## src/design/swr_pkg.sv

```systemverilog
// Constants for the sleep/wake and reversal sequencer.
// Assumes one 100 MHz clock; times count in 10 ms ticks.
package swr_pkg;
	// Clock and tick timing
	localparam int CLK_PERIOD_NS = 10;
	localparam int TICK_NS = 10_000_000;
	localparam int TICK_CYC_DEF = TICK_NS / CLK_PERIOD_NS;
	// Ticks in one 0.1 s setting step
	localparam logic [19:0] DECI_TICKS = 20'h0000A;
	// Register byte offsets
	localparam logic [7:0] A_ACTION = 8'h00;
	localparam logic [7:0] A_WAKE = 8'h04;
	localparam logic [7:0] A_SLEEP = 8'h08;
	localparam logic [7:0] A_SWMODE = 8'h0C;
	localparam logic [7:0] A_DEADZ = 8'h10;
	localparam logic [7:0] A_STOPSPD = 8'h14;
	localparam logic [7:0] A_DETWAIT = 8'h18;
	localparam logic [7:0] A_STARTF = 8'h1C;
	localparam logic [7:0] A_HOLD = 8'h20;
	localparam logic [7:0] A_LOWLIM = 8'h24;
	localparam logic [7:0] A_CTRL = 8'h28;
	localparam logic [7:0] A_STATUS = 8'h2C;
	// Field positions
	localparam int ACT_TENS_LSB = 4;
	localparam int SW_SRC_BIT = 4;
	localparam int CTRL_RUN = 0;
	localparam int CTRL_DIR = 1;
	localparam int CTRL_BRK = 2;
	// Reset values
	localparam logic [7:0] ACTION_RST = 8'h00;
	localparam logic [1:0] SWMODE_RST = 2'h1;
	localparam logic [15:0] STOPSPD_RST = 16'h0032;
	localparam logic [15:0] DETWAIT_RST = 16'h0032;
	localparam logic [15:0] STARTF_RST = 16'h0032;
	localparam logic [15:0] TIME_RST = 16'h0000;
	// Action and stop-style codes
	localparam logic [3:0] ACT_RUN_LOW = 4'h0;
	localparam logic [3:0] ACT_STOP = 4'h1;
	localparam logic [3:0] ACT_SLEEP = 4'h2;
	localparam logic [3:0] STOP_COAST = 4'h0;
	// Direction switch modes
	localparam logic [1:0] SW_ZERO = 2'h0;
	localparam logic [1:0] SW_DELAY = 2'h2;
	// AXI responses
	localparam logic [1:0] RESP_OKAY = 2'h0;
	localparam logic [1:0] RESP_SLVERR = 2'h2;
	// Sequencer states
	typedef enum logic [3:0] {
		S_IDLE = 4'h0,
		S_HOLD = 4'h1,
		S_RUN = 4'h2,
		S_STOP = 4'h3,
		S_SLEEP = 4'h4,
		S_DEC = 4'h5,
		S_DETW = 4'h6,
		S_BRAKE = 4'h7,
		S_DEAD = 4'h8
	} swr_state_e;
endpackage

```

## src/design/swr_sequencer.sv

```systemverilog
// Sleep/wake and forward/reverse sequencer with AXI4-Lite settings.
// Assumes a ramp generator follows ramp_target and reports out_freq;
// frequencies in 0.01 Hz, all inputs synchronous to aclk.
//
// Local design decisions: the AXI4-Lite slave port and the register offsets.
`timescale 1ns/100ps
module swr_sequencer
	import swr_pkg::*;
#(
	parameter int unsigned TICK_CYC = TICK_CYC_DEF
) (
	input wire logic aclk,
	input wire logic aresetn,
	input wire logic [7:0] s_axi_awaddr,
	input wire logic s_axi_awvalid,
	output logic s_axi_awready,
	input wire logic [31:0] s_axi_wdata,
	input wire logic [3:0] s_axi_wstrb,
	input wire logic s_axi_wvalid,
	output logic s_axi_wready,
	output logic [1:0] s_axi_bresp,
	output logic s_axi_bvalid,
	input wire logic s_axi_bready,
	input wire logic [7:0] s_axi_araddr,
	input wire logic s_axi_arvalid,
	output logic s_axi_arready,
	output logic [31:0] s_axi_rdata,
	output logic [1:0] s_axi_rresp,
	output logic s_axi_rvalid,
	input wire logic s_axi_rready,
	input wire logic [15:0] freq_cmd,
	input wire logic [15:0] out_freq,
	input wire logic [15:0] fb_freq,
	input wire logic brake_done,
	output logic [15:0] ramp_target,
	output logic ramp_coast,
	output logic run_reverse,
	output logic dc_brake_req
);
	////////////////////////////////////////////////////////////////////
	// Settings registers
	logic [7:0] action_q; // below_limit_action_select
	logic [15:0] wake_q; // wake_delay_time, 0.1 s
	logic [15:0] sleep_q; // sleep_delay_time, 0.1 s
	logic [1:0] swmode_q; // direction_switch_mode
	logic src_q; // stop_speed_detect_source
	logic [15:0] deadz_q; // direction_deadzone_time, 0.1 s
	logic [15:0] stopspd_q; // stop_speed_threshold
	logic [15:0] detw_q; // stop_speed_detect_wait, 0.01 s
	logic [15:0] startf_q; // starting_frequency
	logic [15:0] hold_q; // starting_frequency_hold_time, 0.1 s
	logic [15:0] lowlim_q; // Frequency lower limit
	logic [2:0] ctrl_q; // Run, direction request, brake enable
	swr_state_e st_q, st_d;
	logic dir_q; // Present direction, 1 = reverse_direction
	logic to_sleep_q; // Stop ends in sleep rather than standby
	logic [19:0] tmr_q; // Elapsed ticks in present wait
	logic [19:0] lim; // Ticks the present wait needs
	logic tmr_run, tmr_done;
	logic [31:0] pre_q; // Tick prescaler
	logic tick;
	// AXI handshake state
	logic aw_got_q, w_got_q;
	logic [7:0] awaddr_q;
	logic [31:0] wdata_q;

	// Scale a 0.1 s setting to ticks; width kept at 20 bits on purpose
	function automatic logic [19:0] deci(input logic [15:0] v);
		deci = 20'(20'(v) * DECI_TICKS);
	endfunction

	// Word-select of the write data under byte strobes
	function automatic logic [15:0] wr16(input logic [15:0] old);
		wr16 = {s_axi_wstrb[1] ? wdata_q[15:8] : old[15:8],
			s_axi_wstrb[0] ? wdata_q[7:0] : old[7:0]};
	endfunction

	////////////////////////////////////////////////////////////////////
	// AXI4-Lite write path: address and data taken in either order
	logic wr_fire;
	assign s_axi_awready = !aw_got_q && !s_axi_bvalid;
	assign s_axi_wready = !w_got_q && !s_axi_bvalid;
	assign wr_fire = aw_got_q && w_got_q;

	// Capture address and data, then answer once both are held
	always_ff @(posedge aclk) begin
		if (!aresetn) begin
			aw_got_q <= 1'b0;
			w_got_q <= 1'b0;
			awaddr_q <= 8'h00;
			wdata_q <= 32'h00000000;
			s_axi_bvalid <= 1'b0;
			s_axi_bresp <= RESP_OKAY;
		end else begin
			if (s_axi_awvalid && s_axi_awready) begin
				aw_got_q <= 1'b1;
				awaddr_q <= s_axi_awaddr;
			end
			if (s_axi_wvalid && s_axi_wready) begin
				w_got_q <= 1'b1;
				wdata_q <= s_axi_wdata;
			end
			if (wr_fire) begin
				aw_got_q <= 1'b0;
				w_got_q <= 1'b0;
				s_axi_bvalid <= 1'b1;
				// Status and holes refuse writes
				s_axi_bresp <= (awaddr_q > A_CTRL || awaddr_q[1:0] != 2'h0)
					? RESP_SLVERR : RESP_OKAY;
			end else if (s_axi_bready) begin
				s_axi_bvalid <= 1'b0;
			end
		end
	end

	// Settings update; a write lands on the same edge that raises bvalid
	always_ff @(posedge aclk) begin
		if (!aresetn) begin
			action_q <= ACTION_RST;
			wake_q <= TIME_RST;
			sleep_q <= TIME_RST;
			swmode_q <= SWMODE_RST;
			src_q <= 1'b0;
			deadz_q <= TIME_RST;
			stopspd_q <= STOPSPD_RST;
			detw_q <= DETWAIT_RST;
			startf_q <= STARTF_RST;
			hold_q <= TIME_RST;
			lowlim_q <= 16'h0000;
			ctrl_q <= 3'h0;
		end else if (wr_fire) begin
			case (awaddr_q)
				A_ACTION: if (s_axi_wstrb[0]) action_q <= wdata_q[7:0];
				A_WAKE: wake_q <= wr16(wake_q);
				A_SLEEP: sleep_q <= wr16(sleep_q);
				A_SWMODE: if (s_axi_wstrb[0]) begin
					swmode_q <= wdata_q[1:0];
					src_q <= wdata_q[SW_SRC_BIT];
				end
				A_DEADZ: deadz_q <= wr16(deadz_q);
				A_STOPSPD: stopspd_q <= wr16(stopspd_q);
				A_DETWAIT: detw_q <= wr16(detw_q);
				A_STARTF: startf_q <= wr16(startf_q);
				A_HOLD: hold_q <= wr16(hold_q);
				A_LOWLIM: lowlim_q <= wr16(lowlim_q);
				A_CTRL: if (s_axi_wstrb[0]) ctrl_q <= wdata_q[2:0];
				default: ;
			endcase
		end
	end

	////////////////////////////////////////////////////////////////////
	// AXI4-Lite read path: one-cycle registered answer
	assign s_axi_arready = !s_axi_rvalid;

	always_ff @(posedge aclk) begin
		if (!aresetn) begin
			s_axi_rvalid <= 1'b0;
			s_axi_rdata <= 32'h00000000;
			s_axi_rresp <= RESP_OKAY;
		end else if (s_axi_arvalid && s_axi_arready) begin
			s_axi_rvalid <= 1'b1;
			s_axi_rresp <= RESP_OKAY;
			case (s_axi_araddr)
				A_ACTION: s_axi_rdata <= {24'h000000, action_q};
				A_WAKE: s_axi_rdata <= {16'h0000, wake_q};
				A_SLEEP: s_axi_rdata <= {16'h0000, sleep_q};
				A_SWMODE: s_axi_rdata <= {27'h0, src_q, 2'h0, swmode_q};
				A_DEADZ: s_axi_rdata <= {16'h0000, deadz_q};
				A_STOPSPD: s_axi_rdata <= {16'h0000, stopspd_q};
				A_DETWAIT: s_axi_rdata <= {16'h0000, detw_q};
				A_STARTF: s_axi_rdata <= {16'h0000, startf_q};
				A_HOLD: s_axi_rdata <= {16'h0000, hold_q};
				A_LOWLIM: s_axi_rdata <= {16'h0000, lowlim_q};
				A_CTRL: s_axi_rdata <= {29'h0, ctrl_q};
				// Live sequencer state for software
				A_STATUS: s_axi_rdata <= {26'h0, to_sleep_q, dir_q, st_q};
				default: begin
					s_axi_rdata <= 32'h00000000;
					s_axi_rresp <= RESP_SLVERR;
				end
			endcase
		end else if (s_axi_rready) begin
			s_axi_rvalid <= 1'b0;
		end
	end

	////////////////////////////////////////////////////////////////////
	// Tick prescaler: one tick per 10 ms
	assign tick = (pre_q == TICK_CYC - 1);

	always_ff @(posedge aclk) begin
		if (!aresetn || tick)
			pre_q <= 32'h00000000;
		else
			pre_q <= pre_q + 32'h00000001;
	end

	////////////////////////////////////////////////////////////////////
	// Sequencer decisions
	logic run_req, dir_req, below, above, turn;
	logic [3:0] act, style;
	logic [15:0] point, spd;
	assign run_req = ctrl_q[CTRL_RUN];
	assign dir_req = ctrl_q[CTRL_DIR];
	assign act = action_q[3:0];
	assign style = action_q[ACT_TENS_LSB +: 4];
	// Lower limit of zero disables the below-limit action
	assign below = (lowlim_q != 16'h0000) && (freq_cmd < lowlim_q);
	assign above = freq_cmd > lowlim_q;
	assign turn = dir_req != dir_q;
	// Switch point: stop speed in mode 0, start frequency else
	assign point = (swmode_q == SW_ZERO) ? stopspd_q : startf_q;
	assign spd = src_q ? fb_freq : out_freq;
	assign tmr_done = tmr_q >= lim;

	// Next state, timer enable and the timer's goal
	always_comb begin
		st_d = st_q;
		tmr_run = 1'b0;
		lim = 20'h00000;
		case (st_q)
			S_IDLE: begin
				// Command under start frequency keeps standby
				if (run_req && freq_cmd >= startf_q) st_d = S_HOLD;
			end
			S_HOLD: begin
				tmr_run = 1'b1;
				lim = deci(hold_q);
				if (!run_req) st_d = S_STOP;
				else if (tmr_done) st_d = S_RUN;
			end
			S_RUN: begin
				lim = deci(sleep_q);
				if (!run_req) begin
					st_d = S_STOP;
				end else if (turn) begin
					st_d = S_DEC;
				end else if (below && act == ACT_STOP) begin
					st_d = S_STOP;
				end else if (below && act == ACT_SLEEP) begin
					// Timer clears as soon as command recovers
					tmr_run = 1'b1;
					if (tmr_done) st_d = S_STOP;
				end
			end
			S_STOP: begin
				// Coast ends at once; decel waits for stop speed
				if (style == STOP_COAST || spd <= stopspd_q)
					st_d = to_sleep_q ? S_SLEEP : S_IDLE;
			end
			S_SLEEP: begin
				lim = deci(wake_q);
				if (!run_req) begin
					st_d = S_IDLE;
				end else if (above) begin
					tmr_run = 1'b1;
					if (tmr_done) st_d = S_HOLD;
				end
			end
			S_DEC: begin
				if (swmode_q == SW_DELAY) begin
					// Normal stop to stop speed on the chosen source
					if (spd <= stopspd_q)
						st_d = ctrl_q[CTRL_BRK] ? S_BRAKE : S_DEAD;
				end else if (out_freq <= point) begin
					// Feedback still fast: detection wait first
					if (src_q && fb_freq >= point) st_d = S_DETW;
					else st_d = S_DEAD;
				end
			end
			S_DETW: begin
				tmr_run = 1'b1;
				lim = {4'h0, detw_q};
				if (tmr_done) st_d = S_DEAD;
			end
			S_BRAKE: begin
				if (brake_done) st_d = S_DEAD;
			end
			S_DEAD: begin
				tmr_run = 1'b1;
				lim = deci(deadz_q);
				if (tmr_done) st_d = S_RUN;
			end
			default: st_d = S_IDLE;
		endcase
	end

	// State, direction and sleep intent
	always_ff @(posedge aclk) begin
		if (!aresetn) begin
			st_q <= S_IDLE;
			dir_q <= 1'b0;
			to_sleep_q <= 1'b0;
		end else begin
			st_q <= st_d;
			// New start takes the requested direction
			if (st_q == S_IDLE && st_d == S_HOLD) dir_q <= dir_req;
			// Reverse only after the deadzone has elapsed
			if (st_q == S_DEAD && st_d == S_RUN) dir_q <= ~dir_q;
			if (st_q == S_RUN && st_d == S_STOP)
				to_sleep_q <= run_req && act == ACT_SLEEP;
			else if (st_q == S_SLEEP)
				to_sleep_q <= 1'b0;
		end
	end

	// Wait timer; restarts on every state change
	always_ff @(posedge aclk) begin
		if (!aresetn || !tmr_run || st_d != st_q)
			tmr_q <= 20'h00000;
		else if (tick && !tmr_done)
			tmr_q <= tmr_q + 20'h00001;
	end

	////////////////////////////////////////////////////////////////////
	// Registered drive outputs for the ramp and inverter
	always_ff @(posedge aclk) begin
		if (!aresetn) begin
			ramp_target <= 16'h0000;
			ramp_coast <= 1'b1;
			dc_brake_req <= 1'b0;
			run_reverse <= 1'b0;
		end else begin
			run_reverse <= dir_q;
			dc_brake_req <= st_q == S_BRAKE;
			ramp_coast <= st_q == S_IDLE || st_q == S_SLEEP
				|| (st_q == S_STOP && style == STOP_COAST);
			case (st_q)
				S_HOLD: ramp_target <= startf_q;
				S_RUN: ramp_target <= below ? lowlim_q : freq_cmd;
				S_DEC: ramp_target <= swmode_q == SW_DELAY
					? 16'h0000 : point;
				default: ramp_target <= 16'h0000;
			endcase
		end
	end

	////////////////////////////////////////////////////////////////////
	// Checks
	property p_standby;
		@(posedge aclk) disable iff (!aresetn)
		st_q == S_IDLE && freq_cmd < startf_q |=> st_q == S_IDLE;
	endproperty
	a_standby: assert property (p_standby)
		else $error("started below starting frequency");

	property p_hold;
		@(posedge aclk) disable iff (!aresetn)
		st_q == S_HOLD |=> ramp_target == $past(startf_q);
	endproperty
	a_hold: assert property (p_hold)
		else $error("hold target is not starting frequency");

	property p_run_low;
		@(posedge aclk) disable iff (!aresetn)
		st_q == S_RUN && below && act == ACT_RUN_LOW && run_req && !turn
		|=> st_q == S_RUN ##0 ramp_target == $past(lowlim_q);
	endproperty
	a_run_low: assert property (p_run_low)
		else $error("not held at lower limit");

	property p_sleep_wait;
		@(posedge aclk) disable iff (!aresetn)
		st_q == S_RUN && st_d == S_STOP && run_req && below
		&& act == ACT_SLEEP |-> tmr_q >= deci(sleep_q);
	endproperty
	a_sleep_wait: assert property (p_sleep_wait)
		else $error("sleep entered before delay");

	property p_wake;
		@(posedge aclk) disable iff (!aresetn)
		st_q == S_SLEEP ##1 st_q == S_HOLD |-> $past(above && tmr_done);
	endproperty
	a_wake: assert property (p_wake)
		else $error("woke without qualified delay");

	property p_coast;
		@(posedge aclk) disable iff (!aresetn)
		st_q == S_STOP && style == STOP_COAST |=> ramp_coast;
	endproperty
	a_coast: assert property (p_coast)
		else $error("coast stop kept drive on");

	property p_dead_hold;
		@(posedge aclk) disable iff (!aresetn)
		st_q == S_DEAD && !tmr_done |=> st_q == S_DEAD && dir_q == $past(dir_q);
	endproperty
	a_dead_hold: assert property (p_dead_hold)
		else $error("reversed inside deadzone");

	property p_flip;
		@(posedge aclk) disable iff (!aresetn)
		st_q == S_DEAD && tmr_done |=> st_q == S_RUN ##1 run_reverse == dir_q;
	endproperty
	a_flip: assert property (p_flip)
		else $error("no reversal after deadzone");

	property p_detw;
		@(posedge aclk) disable iff (!aresetn)
		st_q == S_DEC ##1 st_q == S_DETW |-> $past(src_q && fb_freq >= point);
	endproperty
	a_detw: assert property (p_detw)
		else $error("detect wait without fast feedback");

	property p_bhold;
		@(posedge aclk) disable iff (!aresetn)
		s_axi_bvalid && !s_axi_bready |=> s_axi_bvalid;
	endproperty
	a_bhold: assert property (p_bhold)
		else $error("write response dropped");

	c_sleep: cover property (@(posedge aclk) st_q == S_SLEEP ##1 st_q == S_HOLD);
	c_detw: cover property (@(posedge aclk) st_q == S_DETW ##1 st_q == S_DEAD);
	c_brake: cover property (@(posedge aclk) st_q == S_BRAKE ##1 st_q == S_DEAD);
endmodule

```

## config.mk

```make
export PLATFORM = sky130hd
export DESIGN_NAME = swr_sequencer
export DESIGN_NICKNAME = d
export VERILOG_FILES = /design/src/design/swr_pkg.sv /design/src/design/swr_sequencer.sv
export SDC_FILE = /design/constraint.sdc
export NUM_CORES = 1
export LEC_CHECK = 0
export ABC_CLOCK_PERIOD_IN_PS = 4900
export BUFFER_PORTS_ARGS = -buffer_cell sky130_fd_sc_hd__buf_2
export CAP_MARGIN = 15
export CELL_PAD_IN_SITES_DETAIL_PLACEMENT = 1
export CELL_PAD_IN_SITES_GLOBAL_PLACEMENT = 1
export CORE_MARGIN = 2
export CORE_UTILIZATION = 40
export DETAILED_ROUTE_END_ITERATION = 10
export GPL_TIMING_DRIVEN = 1
export PLACE_DENSITY = 0.84
export SYNTH_ARGS = -nofsm -noshare
export SYNTH_HDL_FRONTEND = slang
export SYNTH_SLANG_ARGS = --single-unit
```

## constraint.sdc

```tcl
create_clock -name aclk -period 4.9 [get_ports aclk]
set_input_delay 0.735 -clock aclk [delete_from_list [all_inputs] [get_ports aclk]]
set_output_delay 0.735 -clock aclk [all_outputs]
set_load 0.005 [all_outputs]
```

Yosys cells after proc, flatten, opt, wreduce, memory -nomap -nowiden
Index checks and enable logic that the tools add are counted.
Widths: inputs -> output; s select.
{"block": "word_totals", "register_bits": 283, "latch_bits": 0, "ramBits": 0, "romBits": 0, "input_bits": 108, "elab_cells": 201, "n_memories": 0}
{"block": "op_classes", "n_addsub": 2, "n_mul": 4, "n_div": 0, "magnitude_cmp": 8, "eq_ne": 38, "shifts": 0, "mux": 45, "bitwise_logic": 2, "reduce_logical": 64}
{"op": "$pmux 16 s12", "n": 1}
{"op": "$pmux 20 s5", "n": 1}
{"op": "$mul 16x3->19 const B", "n": 4}
{"op": "$mux 4", "n": 19}
{"op": "$eq 8x5->1 const B", "n": 8}
{"op": "$mux 16", "n": 4}
{"op": "$reduce_and 3->1", "n": 19}
{"op": "$eq 8x6->1 const B", "n": 7}
{"op": "$pmux 16 s3", "n": 1}
{"op": "$pmux 4 s9", "n": 1}
{"op": "$add 32x1->32 const B", "n": 1}
{"op": "$eq 32x20->1 const B", "n": 1}
{"op": "$eq 8x4->1 const B", "n": 4}
{"op": "$ge 16x16->1", "n": 2}
{"op": "$le 16x16->1", "n": 2}
{"op": "$add 20x1->20 const B", "n": 1}
{"op": "$eq 4x2->1 const B", "n": 5}
{"op": "$ge 20x20->1", "n": 1}
{"op": "$logic_and 1x1->1", "n": 17}
{"op": "$eq 4x3->1 const B", "n": 4}
{"op": "$eq 8x3->1 const B", "n": 2}
{"op": "$gt 16x16->1", "n": 1}
{"op": "$logic_not 8->1", "n": 2}
{"op": "$lt 16x16->1", "n": 1}
{"op": "20 further kinds", "n": 54}

Longest topological paths before layout
{"block": "depth", "word_depth": 13, "mapped_depth": 22, "ltp_nobuf": 21}

Worst setup path after synthesis
Ideal clock, no wire load.
{"block": "synth_path", "path_kind": "register to register", "start": "register deadz_q[1]", "end": "register tmr_q[10]", "setup_ps": 119, "t_arrival_ps": 5093, "required_ps": 4781, "setup_slack_ps": -312, "stages_incl_launch_ff": 22, "synth_period_minus_slack_ps": 5212, "cell_sequence": "dfxtp_1 > ha_1 > ha_1 > fa_1 > a211oi_1 > o21ai_0 > a311oi_1 > o21ai_0 > a31oi_1 > xor2_1 > nor2_1 > nor4_1 > ha_1 > nand4_1 > or4_4 > or2_0 > o221ai_1 > mux2_2 > nor4_4 > mux2i_2 > buf_4 > nor3_1"}
{"block": "synth_via", "elab_chain_len": 11, "word_cells_on_any_way": 19, "classes_between": "1 x mul; 1 x order compare; 1 x eq/ne; 13 x mux; 3 x reduce/logical"}
{"item": "start: declaration", "line": "swr_sequencer.sv:47", "rtl": "logic [15:0] deadz_q;"}
{"item": "start signal: assignment", "line": "swr_sequencer.sv:140", "rtl": "A_DEADZ: deadz_q <= wr16(deadz_q);"}
{"item": "$mul 16x3->19 (*)", "line": "swr_sequencer.sv:69", "rtl": "deci = 20'(20'(v) * DECI_TICKS);"}
{"item": "$pmux 20 s5 (*)", "line": "swr_sequencer.sv:222", "rtl": "case (st_q)"}
{"item": "$ge 20x20->1 (*)", "line": "swr_sequencer.sv:215", "rtl": "assign tmr_done = tmr_q >= lim;"}
{"item": "$mux 4", "line": "swr_sequencer.sv:244", "rtl": "if (tmr_done) st_d = S_STOP;"}
{"item": "$mux 4", "line": "swr_sequencer.sv:241", "rtl": "end else if (below && act == ACT_SLEEP) begin"}
{"item": "$mux 4", "line": "swr_sequencer.sv:239", "rtl": "end else if (below && act == ACT_STOP) begin"}
{"item": "$mux 4", "line": "swr_sequencer.sv:237", "rtl": "end else if (turn) begin"}
{"item": "$mux 4", "line": "swr_sequencer.sv:235", "rtl": "if (!run_req) begin"}
{"item": "$pmux 4 s9", "line": "swr_sequencer.sv:222"}
{"item": "$ne 4x4->1", "line": "swr_sequencer.sv:310", "rtl": "if (!aresetn || !tmr_run || st_d != st_q)"}
{"item": "$logic_or 1x1->1", "line": "swr_sequencer.sv:310"}
{"item": "end signal: assignment", "line": "swr_sequencer.sv:313", "rtl": "tmr_q <= tmr_q + 20'h00001;"}
{"item": "end: declaration", "line": "swr_sequencer.sv:57", "rtl": "logic [19:0] tmr_q;"}
Every way passes the cells marked *; elsewhere a longest branch is shown, timed or not.
A chain may end at the register's enable or synchronous reset.

Worst setup path after layout
{"block": "layout_path", "start": "register deadz_q[4]", "end": "register tmr_q[12]"}
The elaborated chain is that of the path after synthesis.

==> flow_summary_export.csv <==
group,metric,value,unit
status,status,"finished with violations",
status,violations,"negative setup slack",
setup_path,worstPathMaxFanout,5,
pwr,p_leak,0.009596,uW
grt,gr-total-overflow,0,
logic_synthesis,synth_adder_area_share,14.84,%
drt,dr_total_vias,19037,
clocking,clockBufferDepth,3,
sta,finClkSkew,0.03302,ns
die,rows,78,
setup_path,rr_worst_depth,22,
cells_and_area,final_util,50.35,%
setup_path,critPathArrivalTime,6.09,ns
logic_synthesis,synth_compound_area_share,16.66,%
setup_path,reg2reg_from,"deadz_q[4]",
pwr,power_density,233.6,nW/um^2
grt,antenna_found_initial,2,
die,core_area,45580,sq um
logic_synthesis,synth.area.mux_share,9.842,%
sta,worst_slack,-0.7243,ns
clocking,cts-root-buf,"clkbuf_16",
sta,rsz0062_at_grt,"yes",
clocking,h-tree-depth,2,
logic_synthesis,synth_flop_cell,"dfxtp_1",
sta,tightest_slew,1.216,ns
drt,drt_iter0_markers,1951,
logic_synthesis,synth.area.top_cells,"dfxtp_1 29%, ha_1 14%, mux2i_1 7.8%",
drt,ant_nets,0,
pwr,power.total,5361,uW
grt,track_usage,31.43,%
logic_synthesis,synth-xor-area-share,4.187,%
pwr,ir_worst_vdd,244.9,uV
grt,grt_pass1_vias,20138,
sta,max_freq,177.8,MHz
drt,via_per_inst,6.195,
cells_and_area,drive_above_1_share,21.71,%
die,fp.dieW,219.6,um
sta,finalCritPeriodShare,114.8,%
drt,first_pass_iters,7,
die,die_y,219.6,um
sta,slew_violations,0,
setup_path,start_kind,"flip-flop",
cells_and_area,nFillCells,5290,
sta,hold_viol_final,0,
logic_synthesis,synthArstFlopShare,0,%
logic_synthesis,avgSynthCellArea,8.573,sq um
drt,route.detailed.drc,0,
drt,wl_per_cell,25.58,um
cells_and_area,area_growth,23.48,%
logic_synthesis,synthSimpleGateAreaFrac,21.25,%
logic_synthesis,synth_top_family_by_area,"simple AND/OR/NAND/NOR gates",
place,pre_cts_slack,-0.8705,ns
die,die-area,48200,sq um
run,cap_violations,0,
logic_synthesis,yosysSeqAreaShare,28.54,%
clocking,cts_inserted_buffers,34,
cells_and_area,seq_area,5316,sq um
clocking,clk_latency,0.57,ns
logic_synthesis,yosys_warnings,0,
logic_synthesis,synth_top_area_share,28.54,%
setup_path,critPathCaptureType,"flip-flop",
clocking,clkTransAtPathRegs,0.06,ns
die,io_pins,168,
setup_path,r2r_end,"tmr_q[12]",
logic_synthesis,synth_edf_count,0,
hold_path,min_path_cells,2,
grt,grt_pass1_wl,116800,um
logic_synthesis,syn_inst,2168,
cells_and_area,nets,2775,
hold_path,min-delay-path-class,"in2reg",
logic_synthesis,syn_area,18590,sq um
sta,finalSetupViolCount,26,
clocking,tritoncts,"built",
cells_and_area,antenna_cells,0,
cells_and_area,multiInputGateArea,13010,sq um
place,io_buffers,131,
setup_path,path_class,"reg2reg",
clocking,clock-sinks,265,
clocking,ctsHoldBuffers,0,
sta,relSlewSlack,18.61,%
setup_path,reg2reg_slack,-0.72,ns
logic_synthesis,synth_area_leader_cell,"dfxtp_1",
logic_synthesis,synth-seq-cells,265,
drt,wl,78610,um
sta,fin_crit,5.624,ns
place,dpl.hpwl,56210,um
die,start_util,40.78,%
grt,grt_max_degree,111,
place,gp_congestion,0.9764,
hold_path,hold_start,"s_axi_arvalid",
logic_synthesis,synthDistinctLibCells,85,
setup_path,required,5.36,ns
hold_path,hold_end,"s_axi_rvalid",
## worst max-delay path: stages (launching register included)
cell      delay, ns
dfxtp_1        0.42
ha_1           0.31
ha_1           0.31
a21oi_1        0.26
o211ai_1       0.23
o221ai_2       0.28
o21bai_1       0.12
a21oi_1        0.23
xor2_1         0.13
o21ai_1        0.23
a211oi_2       0.06
buf_4          0.14
ha_1           0.29
nand4_1        0.15
or4_4          0.58
buf_6          0.15
o211ai_4       0.29
mux2_4         0.35
nor4_4         0.22
buf_4          0.18
xnor2_4        0.14
buf_12         0.18
nor4b_4        0.25
## stage by stage
stage          hold slack, ns  std cells  instance area (sq um)  setup TNS, ns
2_1_floorplan          0.4297       2185                  18690              0
4_1_cts                0.4080       3069                  22650         -9.961
3_3_place_gp           0.4440       2990                  21060         -15.80
6_report               0.4225       3073                  22950         -14.59
3_5_place_dp           0.4580       2990                  21060         -19.13
5_1_grt                0.4396       3073                  22950         -18.12
## flip-flops by register name, indices dropped and copies added, names as in the netlist, 2 cells and up
signal and count:
wdata_q 16, sleep_q 16, wake_q 16, awaddr_q 8, tmr_q 20, action_q 8, ctrl_q 3, pre_q 32
detw_q 16, st_q 4, ramp_target 16, swmode_q 2, hold_q 16, lowlim_q 16, startf_q 16, s_axi_rdata 16
stopspd_q 16, deadz_q 16
## power by group
part           internal [uW]  leakage (uW)  switching, uW  total, uW
registers               2180       0.00214           58.7       2230
clock network           1490      0.000534           1070       2560
logic                    235       0.00692            333        567
## cell usage in the layout, fill, tap and decap left out, types with 37 or more instances in the layout
| master | count |
|---|---|
| nor2_1 | 148 |
| nor2b_1 | 141 |
| buf_4 | 197 |
| ha_1 | 206 |
| o21ai_0 | 50 |
| xor2_1 | 45 |
| nand3_1 | 60 |
| buf_2 | 130 |
| inv_1 | 89 |
| nand2_1 | 187 |
| clkbuf_16 | 37 |
| a21oi_1 | 95 |
| mux2i_1 | 144 |
| dfxtp_1 | 260 |
| a22oi_1 | 41 |
| xnor2_1 | 40 |
| a21boi_0 | 47 |
## synthesized netlist by cell type (22+ instances only)
| master | instances |
|---|---|
| a221oi_1 | 22 |
| a21boi_0 | 49 |
| dfxtp_1 | 265 |
| nand2b_1 | 26 |
| mux2_2 | 31 |
| nor2b_1 | 143 |
| nand3_1 | 61 |
| a21oi_1 | 99 |
| inv_1 | 90 |
| nand2_1 | 187 |
| clkbuf_1 | 85 |
| nor4_1 | 24 |
| xnor2_1 | 42 |
| ha_1 | 214 |
| o21ai_0 | 56 |
| mux2i_1 | 145 |
| nor3_1 | 58 |
| xor2_1 | 45 |
| nand4_1 | 28 |
| nor2_1 | 155 |
| o22ai_1 | 26 |
| a22oi_1 | 41 |
## layout make-up
cell class,instances,area share [%]
multi-input combinational,1715,56.71
inverter,90,1.472
timing repair buffer,343,10.55
tap,600,3.271
sequential,265,23.17
clock buffer,49,4.220
clock inverter,11,0.6107
## worst max path at each step
stage               cells past startpoint       start        end  slack (ns)
floorplan                              20   hold_q[6]  tmr_q[10]       0.005
global placement                       23  sleep_q[3]  tmr_q[13]       -0.74
detailed placement                     22  deadz_q[3]   tmr_q[3]       -0.87
CTS                                    24  sleep_q[3]  tmr_q[12]       -0.56
global route                           25  deadz_q[4]  tmr_q[12]       -0.86
finish                                 22  deadz_q[4]  tmr_q[12]       -0.72
## layer usage
metal | track usage (%) | vias up | wire length [um]
met5 | 0 | - | 23
met4 | 16.51 | 4 | 4659
met3 | 5.438 | 321 | 6105
met2 | 52.49 | 974 | 36400
met1 | 38.62 | 9369 | 31430
li1 | - | 8369 | -
## what timing repair did
| item | CTS | global route |
|---|---|---|
| gates cloned | 5 | 1 |
| pin swaps | 17 | 19 |
| setup endpoints to repair | 26 | 26 |
| setup buffers | 17 | 7 |
| resized for setup | 54 | 53 |
## logic make-up after synthesis
family,after synthesis
simple gates,768
xor+xnor,88
flops,265
other cells,1
mux,178
fa+ha+maj,218
compound gates,445
buf+inv,205
No activity file was read; power rests on OpenSTA's default activity.
